<file path="src/hdl/tmr_regs.svh">
// Register offsets, field positions and reset values of the 8-bit timer
`ifndef TMR_REGS_SVH
`define TMR_REGS_SVH

`define TMR_ADDR_W 8
`define TMR_OFF_CONTROL 8'h00
`define TMR_OFF_COUNT 8'h04
`define TMR_OFF_IRQ_MASK 8'h08
`define TMR_OFF_IRQ_FLAGS 8'h0c
`define TMR_OFF_PS_RESET 8'h10

`define TMR_SEL_MSB 2
`define TMR_OVF_IRQ_EN_BIT 0
`define TMR_OVF_FLAG_BIT 0
`define TMR_PS_RESET_BIT 0

`define TMR_SEL_RESET 3'h0
`define TMR_COUNT_RESET 8'h00
`define TMR_MASK_RESET 1'h0
`define TMR_FLAG_RESET 1'h0

`define TMR_PS_WIDTH 10
`define TMR_TAP_COUNT 4
`define TMR_RESP_OKAY 2'h0
`define TMR_RESP_SLVERR 2'h2

`endif

</file>
<file path="src/hdl/tmr_pkg.sv">
// Types shared by the timer modules
package tmr_pkg;

  typedef enum logic [2:0] {
    SEL_STOP = 3'b000,
    SEL_SYS = 3'b001,
    SEL_DIV8 = 3'b010,
    SEL_DIV64 = 3'b011,
    SEL_DIV256 = 3'b100,
    SEL_DIV1024 = 3'b101,
    SEL_EXT_FALL = 3'b110,
    SEL_EXT_RISE = 3'b111
  } tmr_clk_sel_t;

  typedef struct packed {
    tmr_clk_sel_t sel;
    logic [7:0] count;
    logic ovfIrqEn;
    logic ovfFlag;
    logic psrPulse;
    logic awHeld;
    logic [7:0] awAddr;
    logic wHeld;
    logic [31:0] wData;
    logic [3:0] wStrb;
    logic bValid;
    logic [1:0] bResp;
    logic rValid;
    logic [31:0] rData;
    logic [1:0] rResp;
  } tmr_top_state_t;

  typedef struct packed {
    logic [9:0] cnt;
    logic [3:0] tap;
  } tmr_ps_state_t;

  typedef struct packed {
    logic meta;
    logic stable;
    logic prev;
  } tmr_sync_state_t;

endpackage : tmr_pkg

</file>
<file path="src/hdl/tmr_tick_if.sv">
// Tick sources between prescaler, pin synchroniser and timer core
`timescale 1ns/1ns
`default_nettype none
interface tmr_tick_if;
  logic psReset;
  logic [3:0] tap;
  logic risePulse;
  logic fallPulse;

  modport prescaler (input psReset, output tap);
  modport pinsync (output risePulse, output fallPulse);
  modport timer (output psReset, input tap, input risePulse, input fallPulse);
endinterface : tmr_tick_if
`default_nettype wire

</file>
<file path="src/hdl/tmr_prescaler.sv">
// Shared free-running 10-bit prescaler with registered tap pulses
`timescale 1ns/1ns
`default_nettype none
`include "tmr_regs.svh"
module tmr_prescaler
  import tmr_pkg::*;
(
  input wire logic clk_sys,
  input wire logic reset_n,
  tmr_tick_if.prescaler ps
);
  localparam int TapBits [4] = '{3, 6, 8, 10};

  tmr_ps_state_t st_q;
  tmr_ps_state_t st_d;
  logic [3:0] tapNext;

  // One tap per divisor: fires once when its low bits are all ones
  for (genvar i = 0; i < `TMR_TAP_COUNT; i++) begin : g_tap
    assign tapNext[i] = &st_q.cnt[TapBits[i]-1:0];
  end

  // Runs regardless of any select; only a prescaler reset or reset_n restarts it
  always_comb begin
    st_d = st_q;
    st_d.cnt = st_q.cnt + 10'h001;
    st_d.tap = tapNext;
    if (ps.psReset) begin
      st_d.cnt = 10'h000;
      st_d.tap = 4'h0;
    end
  end

  always_ff @(posedge clk_sys) begin
    if (!reset_n) begin
      st_q <= '0;
    end else begin
      st_q <= st_d;
    end
  end

  assign ps.tap = st_q.tap;
endmodule : tmr_prescaler
`default_nettype wire

</file>
<file path="src/hdl/tmr_pin_sync.sv">
// Count pin synchroniser and edge detector
`timescale 1ns/1ns
`default_nettype none
module tmr_pin_sync
  import tmr_pkg::*;
(
  input wire logic clk_sys,
  input wire logic reset_n,
  input wire logic extCountPin,
  tmr_tick_if.pinsync sy
);
  logic latchStage_q;
  tmr_sync_state_t st_q;
  tmr_sync_state_t st_d;

  // Falling-edge stage acts like a latch open while the clock is high
  always_ff @(negedge clk_sys) begin
    if (!reset_n) begin
      latchStage_q <= 1'b0;
    end else begin
      latchStage_q <= extCountPin;
    end
  end

  // Half-cycle stage plus two rising-edge stages gives 1.5 to 2.5 cycles
  always_comb begin
    st_d.meta = latchStage_q;
    st_d.stable = st_q.meta;
    st_d.prev = st_q.stable;
  end

  always_ff @(posedge clk_sys) begin
    if (!reset_n) begin
      st_q <= '0;
    end else begin
      st_q <= st_d;
    end
  end

  // Edges are detected always, so the source select never sees stale history
  assign sy.risePulse = st_q.stable & ~st_q.prev;
  assign sy.fallPulse = ~st_q.stable & st_q.prev;
endmodule : tmr_pin_sync
`default_nettype wire

</file>
<file path="src/hdl/tmr_timer8.sv">
// 8-bit timer core with AXI4-Lite register slave
`timescale 1ns/1ns
`default_nettype none
`include "tmr_regs.svh"
module tmr_timer8
  import tmr_pkg::*;
(
  input wire logic clk_sys,
  input wire logic reset_n,
  input wire logic [7:0] awaddr,
  input wire logic awvalid,
  output logic awready,
  input wire logic [31:0] wdata,
  input wire logic [3:0] wstrb,
  input wire logic wvalid,
  output logic wready,
  output logic [1:0] bresp,
  output logic bvalid,
  input wire logic bready,
  input wire logic [7:0] araddr,
  input wire logic arvalid,
  output logic arready,
  output logic [31:0] rdata,
  output logic [1:0] rresp,
  output logic rvalid,
  input wire logic rready,
  input wire logic extCountPin,
  input wire logic globalIrqEnable,
  input wire logic irqVectorTaken,
  input wire logic otherPsReset,
  output logic irqRequest,
  output logic [3:0] prescalerTaps
);
  localparam tmr_top_state_t TopReset = '{
    sel: tmr_clk_sel_t'(`TMR_SEL_RESET),
    count: `TMR_COUNT_RESET,
    ovfIrqEn: `TMR_MASK_RESET,
    ovfFlag: `TMR_FLAG_RESET,
    default: '0
  };

  tmr_top_state_t st_q;
  tmr_top_state_t st_d;
  tmr_tick_if tickBus ();

  logic tick;
  logic wrEn;
  logic wrControl;
  logic wrCount;
  logic wrMask;
  logic wrFlags;
  logic wrPsr;
  logic ovf;

  // Shared prescaler; its taps also serve the other timer
  tmr_prescaler u_prescaler (
    .clk_sys(clk_sys),
    .reset_n(reset_n),
    .ps(tickBus.prescaler)
  );

  // Pin path feeds the counter directly, never through the prescaler
  tmr_pin_sync u_pin_sync (
    .clk_sys(clk_sys),
    .reset_n(reset_n),
    .extCountPin(extCountPin),
    .sy(tickBus.pinsync)
  );

  // Either timer's software can restart the shared prescaler
  assign tickBus.psReset = st_q.psrPulse | otherPsReset;
  assign prescalerTaps = tickBus.tap;

  // Source select turns one chosen pulse into the timer tick enable
  function automatic logic selectTick(
    input tmr_clk_sel_t sel,
    input logic [3:0] tap,
    input logic rise,
    input logic fall
  );
    unique case (sel)
      SEL_STOP: selectTick = 1'b0;
      SEL_SYS: selectTick = 1'b1;
      SEL_DIV8: selectTick = tap[0];
      SEL_DIV64: selectTick = tap[1];
      SEL_DIV256: selectTick = tap[2];
      SEL_DIV1024: selectTick = tap[3];
      SEL_EXT_FALL: selectTick = fall;
      SEL_EXT_RISE: selectTick = rise;
    endcase
  endfunction : selectTick

  // Register read view; unused bits and the prescaler reset read zero
  function automatic logic [31:0] readReg(
    input logic [7:0] addr,
    input tmr_top_state_t s
  );
    readReg = 32'h0;
    case (addr)
      `TMR_OFF_CONTROL: readReg[`TMR_SEL_MSB:0] = s.sel;
      `TMR_OFF_COUNT: readReg[7:0] = s.count;
      `TMR_OFF_IRQ_MASK: readReg[`TMR_OVF_IRQ_EN_BIT] = s.ovfIrqEn;
      `TMR_OFF_IRQ_FLAGS: readReg[`TMR_OVF_FLAG_BIT] = s.ovfFlag;
      default: readReg = 32'h0;
    endcase
  endfunction : readReg

  function automatic logic isMapped(input logic [7:0] addr);
    isMapped = (addr == `TMR_OFF_CONTROL) || (addr == `TMR_OFF_COUNT) ||
               (addr == `TMR_OFF_IRQ_MASK) || (addr == `TMR_OFF_IRQ_FLAGS) ||
               (addr == `TMR_OFF_PS_RESET);
  endfunction : isMapped

  // Tick is a same-clock enable, no derived clock anywhere
  assign tick = selectTick(st_q.sel, tickBus.tap, tickBus.risePulse, tickBus.fallPulse);

  // Write strobes; only byte lane 0 carries register bits
  assign wrEn = st_q.awHeld & st_q.wHeld & ~st_q.bValid & st_q.wStrb[0];
  assign wrControl = wrEn && (st_q.awAddr == `TMR_OFF_CONTROL);
  assign wrCount = wrEn && (st_q.awAddr == `TMR_OFF_COUNT);
  assign wrMask = wrEn && (st_q.awAddr == `TMR_OFF_IRQ_MASK);
  assign wrFlags = wrEn && (st_q.awAddr == `TMR_OFF_IRQ_FLAGS);
  assign wrPsr = wrEn && (st_q.awAddr == `TMR_OFF_PS_RESET) && st_q.wData[`TMR_PS_RESET_BIT];

  // An overwritten count cannot overflow in the same cycle
  assign ovf = tick && (st_q.count == 8'hff) && !wrCount;

  // Address and data are held separately so either may arrive first
  assign awready = ~st_q.awHeld;
  assign wready = ~st_q.wHeld;
  assign arready = ~st_q.rValid;
  assign bvalid = st_q.bValid;
  assign bresp = st_q.bResp;
  assign rvalid = st_q.rValid;
  assign rdata = st_q.rData;
  assign rresp = st_q.rResp;

  assign irqRequest = globalIrqEnable & st_q.ovfIrqEn & st_q.ovfFlag;

  // Next-state logic for counter, flags and bus slave
  always_comb begin
    st_d = st_q;
    st_d.psrPulse = 1'b0;

    // Counter: CPU write first, otherwise one step per tick
    if (wrCount) begin
      st_d.count = st_q.wData[7:0];
    end else if (tick) begin
      st_d.count = st_q.count + 8'h01;
    end

    // Flag clears come first so a same-cycle overflow still sets it
    if (irqVectorTaken) begin
      st_d.ovfFlag = 1'b0;
    end
    if (wrFlags && st_q.wData[`TMR_OVF_FLAG_BIT]) begin
      st_d.ovfFlag = 1'b0;
    end
    if (ovf) begin
      st_d.ovfFlag = 1'b1;
    end

    if (wrControl) begin
      st_d.sel = tmr_clk_sel_t'(st_q.wData[`TMR_SEL_MSB:0]);
    end
    if (wrMask) begin
      st_d.ovfIrqEn = st_q.wData[`TMR_OVF_IRQ_EN_BIT];
    end
    // One-cycle pulse; the bit itself is never stored
    if (wrPsr) begin
      st_d.psrPulse = 1'b1;
    end

    // Write address and data capture
    if (awvalid && !st_q.awHeld) begin
      st_d.awHeld = 1'b1;
      st_d.awAddr = awaddr;
    end
    if (wvalid && !st_q.wHeld) begin
      st_d.wHeld = 1'b1;
      st_d.wData = wdata;
      st_d.wStrb = wstrb;
    end

    // Write completes once both halves are in and no response waits
    if (st_q.awHeld && st_q.wHeld && !st_q.bValid) begin
      st_d.awHeld = 1'b0;
      st_d.wHeld = 1'b0;
      st_d.bValid = 1'b1;
      st_d.bResp = isMapped(st_q.awAddr) ? `TMR_RESP_OKAY : `TMR_RESP_SLVERR;
    end
    if (st_q.bValid && bready) begin
      st_d.bValid = 1'b0;
    end

    // Read answers one cycle after the address is taken
    if (arvalid && !st_q.rValid) begin
      st_d.rValid = 1'b1;
      st_d.rData = readReg(araddr, st_q);
      st_d.rResp = isMapped(araddr) ? `TMR_RESP_OKAY : `TMR_RESP_SLVERR;
    end
    if (st_q.rValid && rready) begin
      st_d.rValid = 1'b0;
    end
  end

  always_ff @(posedge clk_sys) begin
    if (!reset_n) begin
      st_q <= TopReset;
    end else begin
      st_q <= st_d;
    end
  end
endmodule : tmr_timer8
`default_nettype wire

</file>
<file path="config.mk">
export PLATFORM = sky130hd
export DESIGN_NAME = tmr_timer8
export DESIGN_NICKNAME = d
export VERILOG_FILES = /design/src/hdl/tmr_pkg.sv /design/src/hdl/tmr_tick_if.sv /design/src/hdl/tmr_prescaler.sv /design/src/hdl/tmr_pin_sync.sv /design/src/hdl/tmr_timer8.sv
export VERILOG_INCLUDE_DIRS = /design/src /design/src/hdl
export SDC_FILE = /design/constraint.sdc
export NUM_CORES = 1
export LEC_CHECK = 0
export ABC_AREA = 1
export CORE_MARGIN = 10
export CORE_UTILIZATION = 55
export DETAILED_ROUTE_END_ITERATION = 16
export DONT_BUFFER_PORTS = 1
export HOLD_SLACK_MARGIN = 0.03
export PLACE_DENSITY_LB_ADDON = 0.15
export SYNTH_ARGS = -nofsm -noshare
export SYNTH_HDL_FRONTEND = slang
export SYNTH_SLANG_ARGS = --single-unit
</file>
<file path="constraint.sdc">
create_clock -name clk_sys -period 2.2 [get_ports clk_sys]
set_clock_uncertainty 0.2 [all_clocks]
set_input_delay 0.11 -clock clk_sys [delete_from_list [all_inputs] [get_ports clk_sys]]
set_output_delay 0.11 -clock clk_sys [all_outputs]
set_load 0.02 [all_outputs]
</file>
==> reports/summary.md <==
• 90.3% — Final Cycle Share
• 2070 ps — Crit path arrival time
• 0.00315 mm2 — total standard cell area after synthesis
• flop — nature of the critical path endpoint
• 13.8 um — routed wirelength normalized by instance count
• 7 — Cells on Worst Hold Path
• 7.18 um2 — mean cell area of the mapped netlist
• 0 — number of antenna violations at the first check in global routing
• 0 ps — final setup TNS
• sky130_fd_sc_hd__dfxtp_1 — cell taking the most area after synthesis
• 6.86% — share of layout cells above drive strength 1
• 649 mW/mm2 — power density normalized to cell area
• 0 — count of final hold-check violations
• 40.0% — share of Yosys cell area claimed by the top area cell type
• 63 — Sinks on Clock Net
• 0 — antenna cells
• 0 — residual antenna-violating net count after detailed routing
• 0 — total gr overflow
• 0.00554 mm2 — placeable core region
• 70 ps — CTS clk-pin slew, worst paths
• primary input to flop — critical path type
• 0 — number of warnings reported in the yosys synthesis log
• 0 — remaining routing DRC violations
• 0 — max-cap viol count
• 6 — number of detailed-route iterations in the first pass
• 492 — FILL cells
• 4.97 — Vias per Instance
• 3 — deepest level of the CTS H-tree
• 63 — Yosys reg bits
• primary input — Critical Path Start Type
• 2639 — via count of the first global-routing pass
• 9 — total clock buffers created by CTS
• 439 uV — Peak supply drop
• sky130_fd_sc_hd__nand2_1, sky130_fd_sc_hd__nor2_1, sky130_fd_sc_hd__dfxtp_1, sky130_fd_sc_hd__dlygate4sd3_1, sky130_fd_sc_hd__inv_1 — highest-count cells in the layout ignoring fill and taps
• 0 — pins over their slew limit
• 95.7 um — width of the die
• 0.849 — RePlAce Congestion
• finished clean — result of the run
• 0 — final number of setup-violating endpoints
• 0.00126 mm2 — sequential cell area
• 36 — distinct cell type count after synthesis
• 0.00916 mm2 — Die Area
• 2751 — vias after detailed routing
• 0.00144 mm2 — total area of multi-input combinational cells
• 16.9% — overall track demand over capacity in global routing
• 503 MHz — highest achievable clock rate
• st_q[83]$_SDFFE_PP0P_ — reg-to-reg critical path startpoint
• 16.0% — area growth from synthesis to layout
• 40.0% — sequential share of the synthesized area
• 39 — largest net degree at the start of global routing
• araddr[7] — worst hold path startpoint
• st_q[75]$_SDFFE_PN0P_ — worst r2r dst
• 2 — maximum root-to-sink buffer count
• 543 — number of nets in the layout
• 1990 ps — Final min period
• no — RSZ-0062 raised after global routing
• 166 — count of routing violations after the opening detailed-route iteration
• 553 — filler-free cell count of the finished design
• primary input to flop — kind of path behind the tightest hold check
• 220 ps — reg2reg setup slack
• 7660 um — DRT Wirelength
• 27 — Rows
• 6 — maximum net fanout on the critical path
• 109 — IO Count
• 12300 um — global-route wire length before repair
• 439 — gate count after technology mapping
• sky130_fd_sc_hd__clkbuf_8 — root buf cell
• 5000 um — post-detail-place hpwl
• 370 ps — clock latency of the later-clocked register in the worst-skew pair
• sky130_fd_sc_hd__dfxtp_1, sky130_fd_sc_hd__buf_4, sky130_fd_sc_hd__nor2_1, sky130_fd_sc_hd__nand2_1, sky130_fd_sc_hd__inv_1 — ranking of synthesized cells by area
• rdata[0]$_SDFFE_PN0P_ — terminating pin of the worst hold path
• 95.7 um — y dimension of the die
• 2290 ps — Crit path required time
• yes — CTS tree
• 0 — Buffers on Ports
• 488 — placed instance count
• 0.00164 uW — leakage power total
• 6 — number of cells traversed by the worst register-to-register path
• 56.9% — initial core utilization
-- area by class of cell --
cell class | count | area share [%]
Multi-Input combinational cell | 300 | 39.3
Clock inverter | 6 | 0.821
Sequential cell | 63 | 34.5
Tap cell | 72 | 2.46
Timing Repair Buffer | 51 | 14.2
Inverter | 51 | 5.27
Clock buffer | 10 | 3.49
-- sequential cells by signal, indices dropped and copies added, names as in the netlist --
register / flops
rresp: 1
u_pin_sync.st_q: 1
rvalid: 1
bresp: 1
bvalid: 1
rdata: 8
u_pin_sync.st_d: 2
st_q: 33
u_prescaler.st_q: 10
u_prescaler.ps.tap: 4
u_pin_sync.latchStage_q: 1
-- per-stage QoR --
stage	hold slack, ps	utilization [%]	setup WS [ps]	power (uW)	instance area, um2
2_1_floorplan	12.0	-	236	1490	3250
3_3_place_gp	11.1	54.0	432	1460	2990
3_5_place_dp	16.9	54.0	425	1460	2990
4_1_cts	36.5	66.0	137	2370	3650
5_1_grt	88.0	66.0	67.0	2480	3660
6_report	51.2	66.0	213	2370	3660
-- critical path: stages --
cell,delay (ps)
sky130_fd_sc_hd__dlygate4sd3_1,550
sky130_fd_sc_hd__nor2_1,110
sky130_fd_sc_hd__dlygate4sd3_1,630
sky130_fd_sc_hd__inv_1,70
sky130_fd_sc_hd__nor2_1,130
sky130_fd_sc_hd__nand2_1,100
sky130_fd_sc_hd__inv_2,100
sky130_fd_sc_hd__nand2_1,60
sky130_fd_sc_hd__a21o_1,170
sky130_fd_sc_hd__inv_1,40
-- timing repair --
| action | 4_1_cts | 5_1_grt |
|---|---|---|
| resized for setup | 0 | 1 |
| endpoints found under the setup margin | 0 | 5 |
| hold endpoints to repair | 62 | 0 |
| hold buffers | 50 | 0 |
| buffers inserted | 0 | 0 |
-- cell usage after synthesis, drive strengths merged --
master and n:
nand3b 2, clkinv 3, nand2 73, and3 2
xnor2 2, nand4 5, buf 45, dfxtp 63
a21o 1, nor3b 1, inv 49, ha 3
nor4 3, xor2 3, o21a 1, nor3 8
nand3 31, nor2 74, clkbuf 4, o21ai 38
o31ai 1, conb 1, a21oi 26
-- cell families after synthesis --
kind of cell	count (synthesis)	synth area share, %
flip-flops	63	40.0
buffers and inverters	101	17.4
other	1	0.119
XOR/XNOR	5	1.39
AND/OR/NAND/NOR	199	29.0
AO/OA/AOI/OAI	67	10.9
adder cells (fa/ha/maj)	3	1.19
-- power breakdown --
part | total [uW] | internal (uW) | switching (uW)
clock network | 837 | 395 | 442
registers | 1240 | 1190 | 48.6
logic | 301 | 117 | 184
total | 2370 | 1700 | 675
-- worst max-delay path by stage --
stage               cells past startpoint                            endpoint  slack (ps)                               start
finish                                 10               rdata[1]$_SDFFE_PN0P_         210                           araddr[0]
floorplan                               4  u_pin_sync.latchStage_q$_SDFF_NN0_         240                             reset_n
global route                           10               rdata[1]$_SDFFE_PN0P_          70                           araddr[0]
global placement                        2       u_pin_sync.st_d[1]$_SDFF_PN0_         430  u_pin_sync.latchStage_q$_SDFF_NN0_
detailed placement                      2       u_pin_sync.st_d[1]$_SDFF_PN0_         430  u_pin_sync.latchStage_q$_SDFF_NN0_
CTS                                     5               st_q[43]$_SDFFE_PN0P_         140               st_q[74]$_SDFFE_PP0P_
-- metal layers --
metal  routed length, um  up-vias  track usage (%)
met1                3360     1239             19.2
met2                3540       88             28.4
met5                   0        -                0
met3                 645       13             5.37
met4                 115        0             7.74
li1                    -     1411                -
Note: power is estimated with default switching activity, not from simulation.
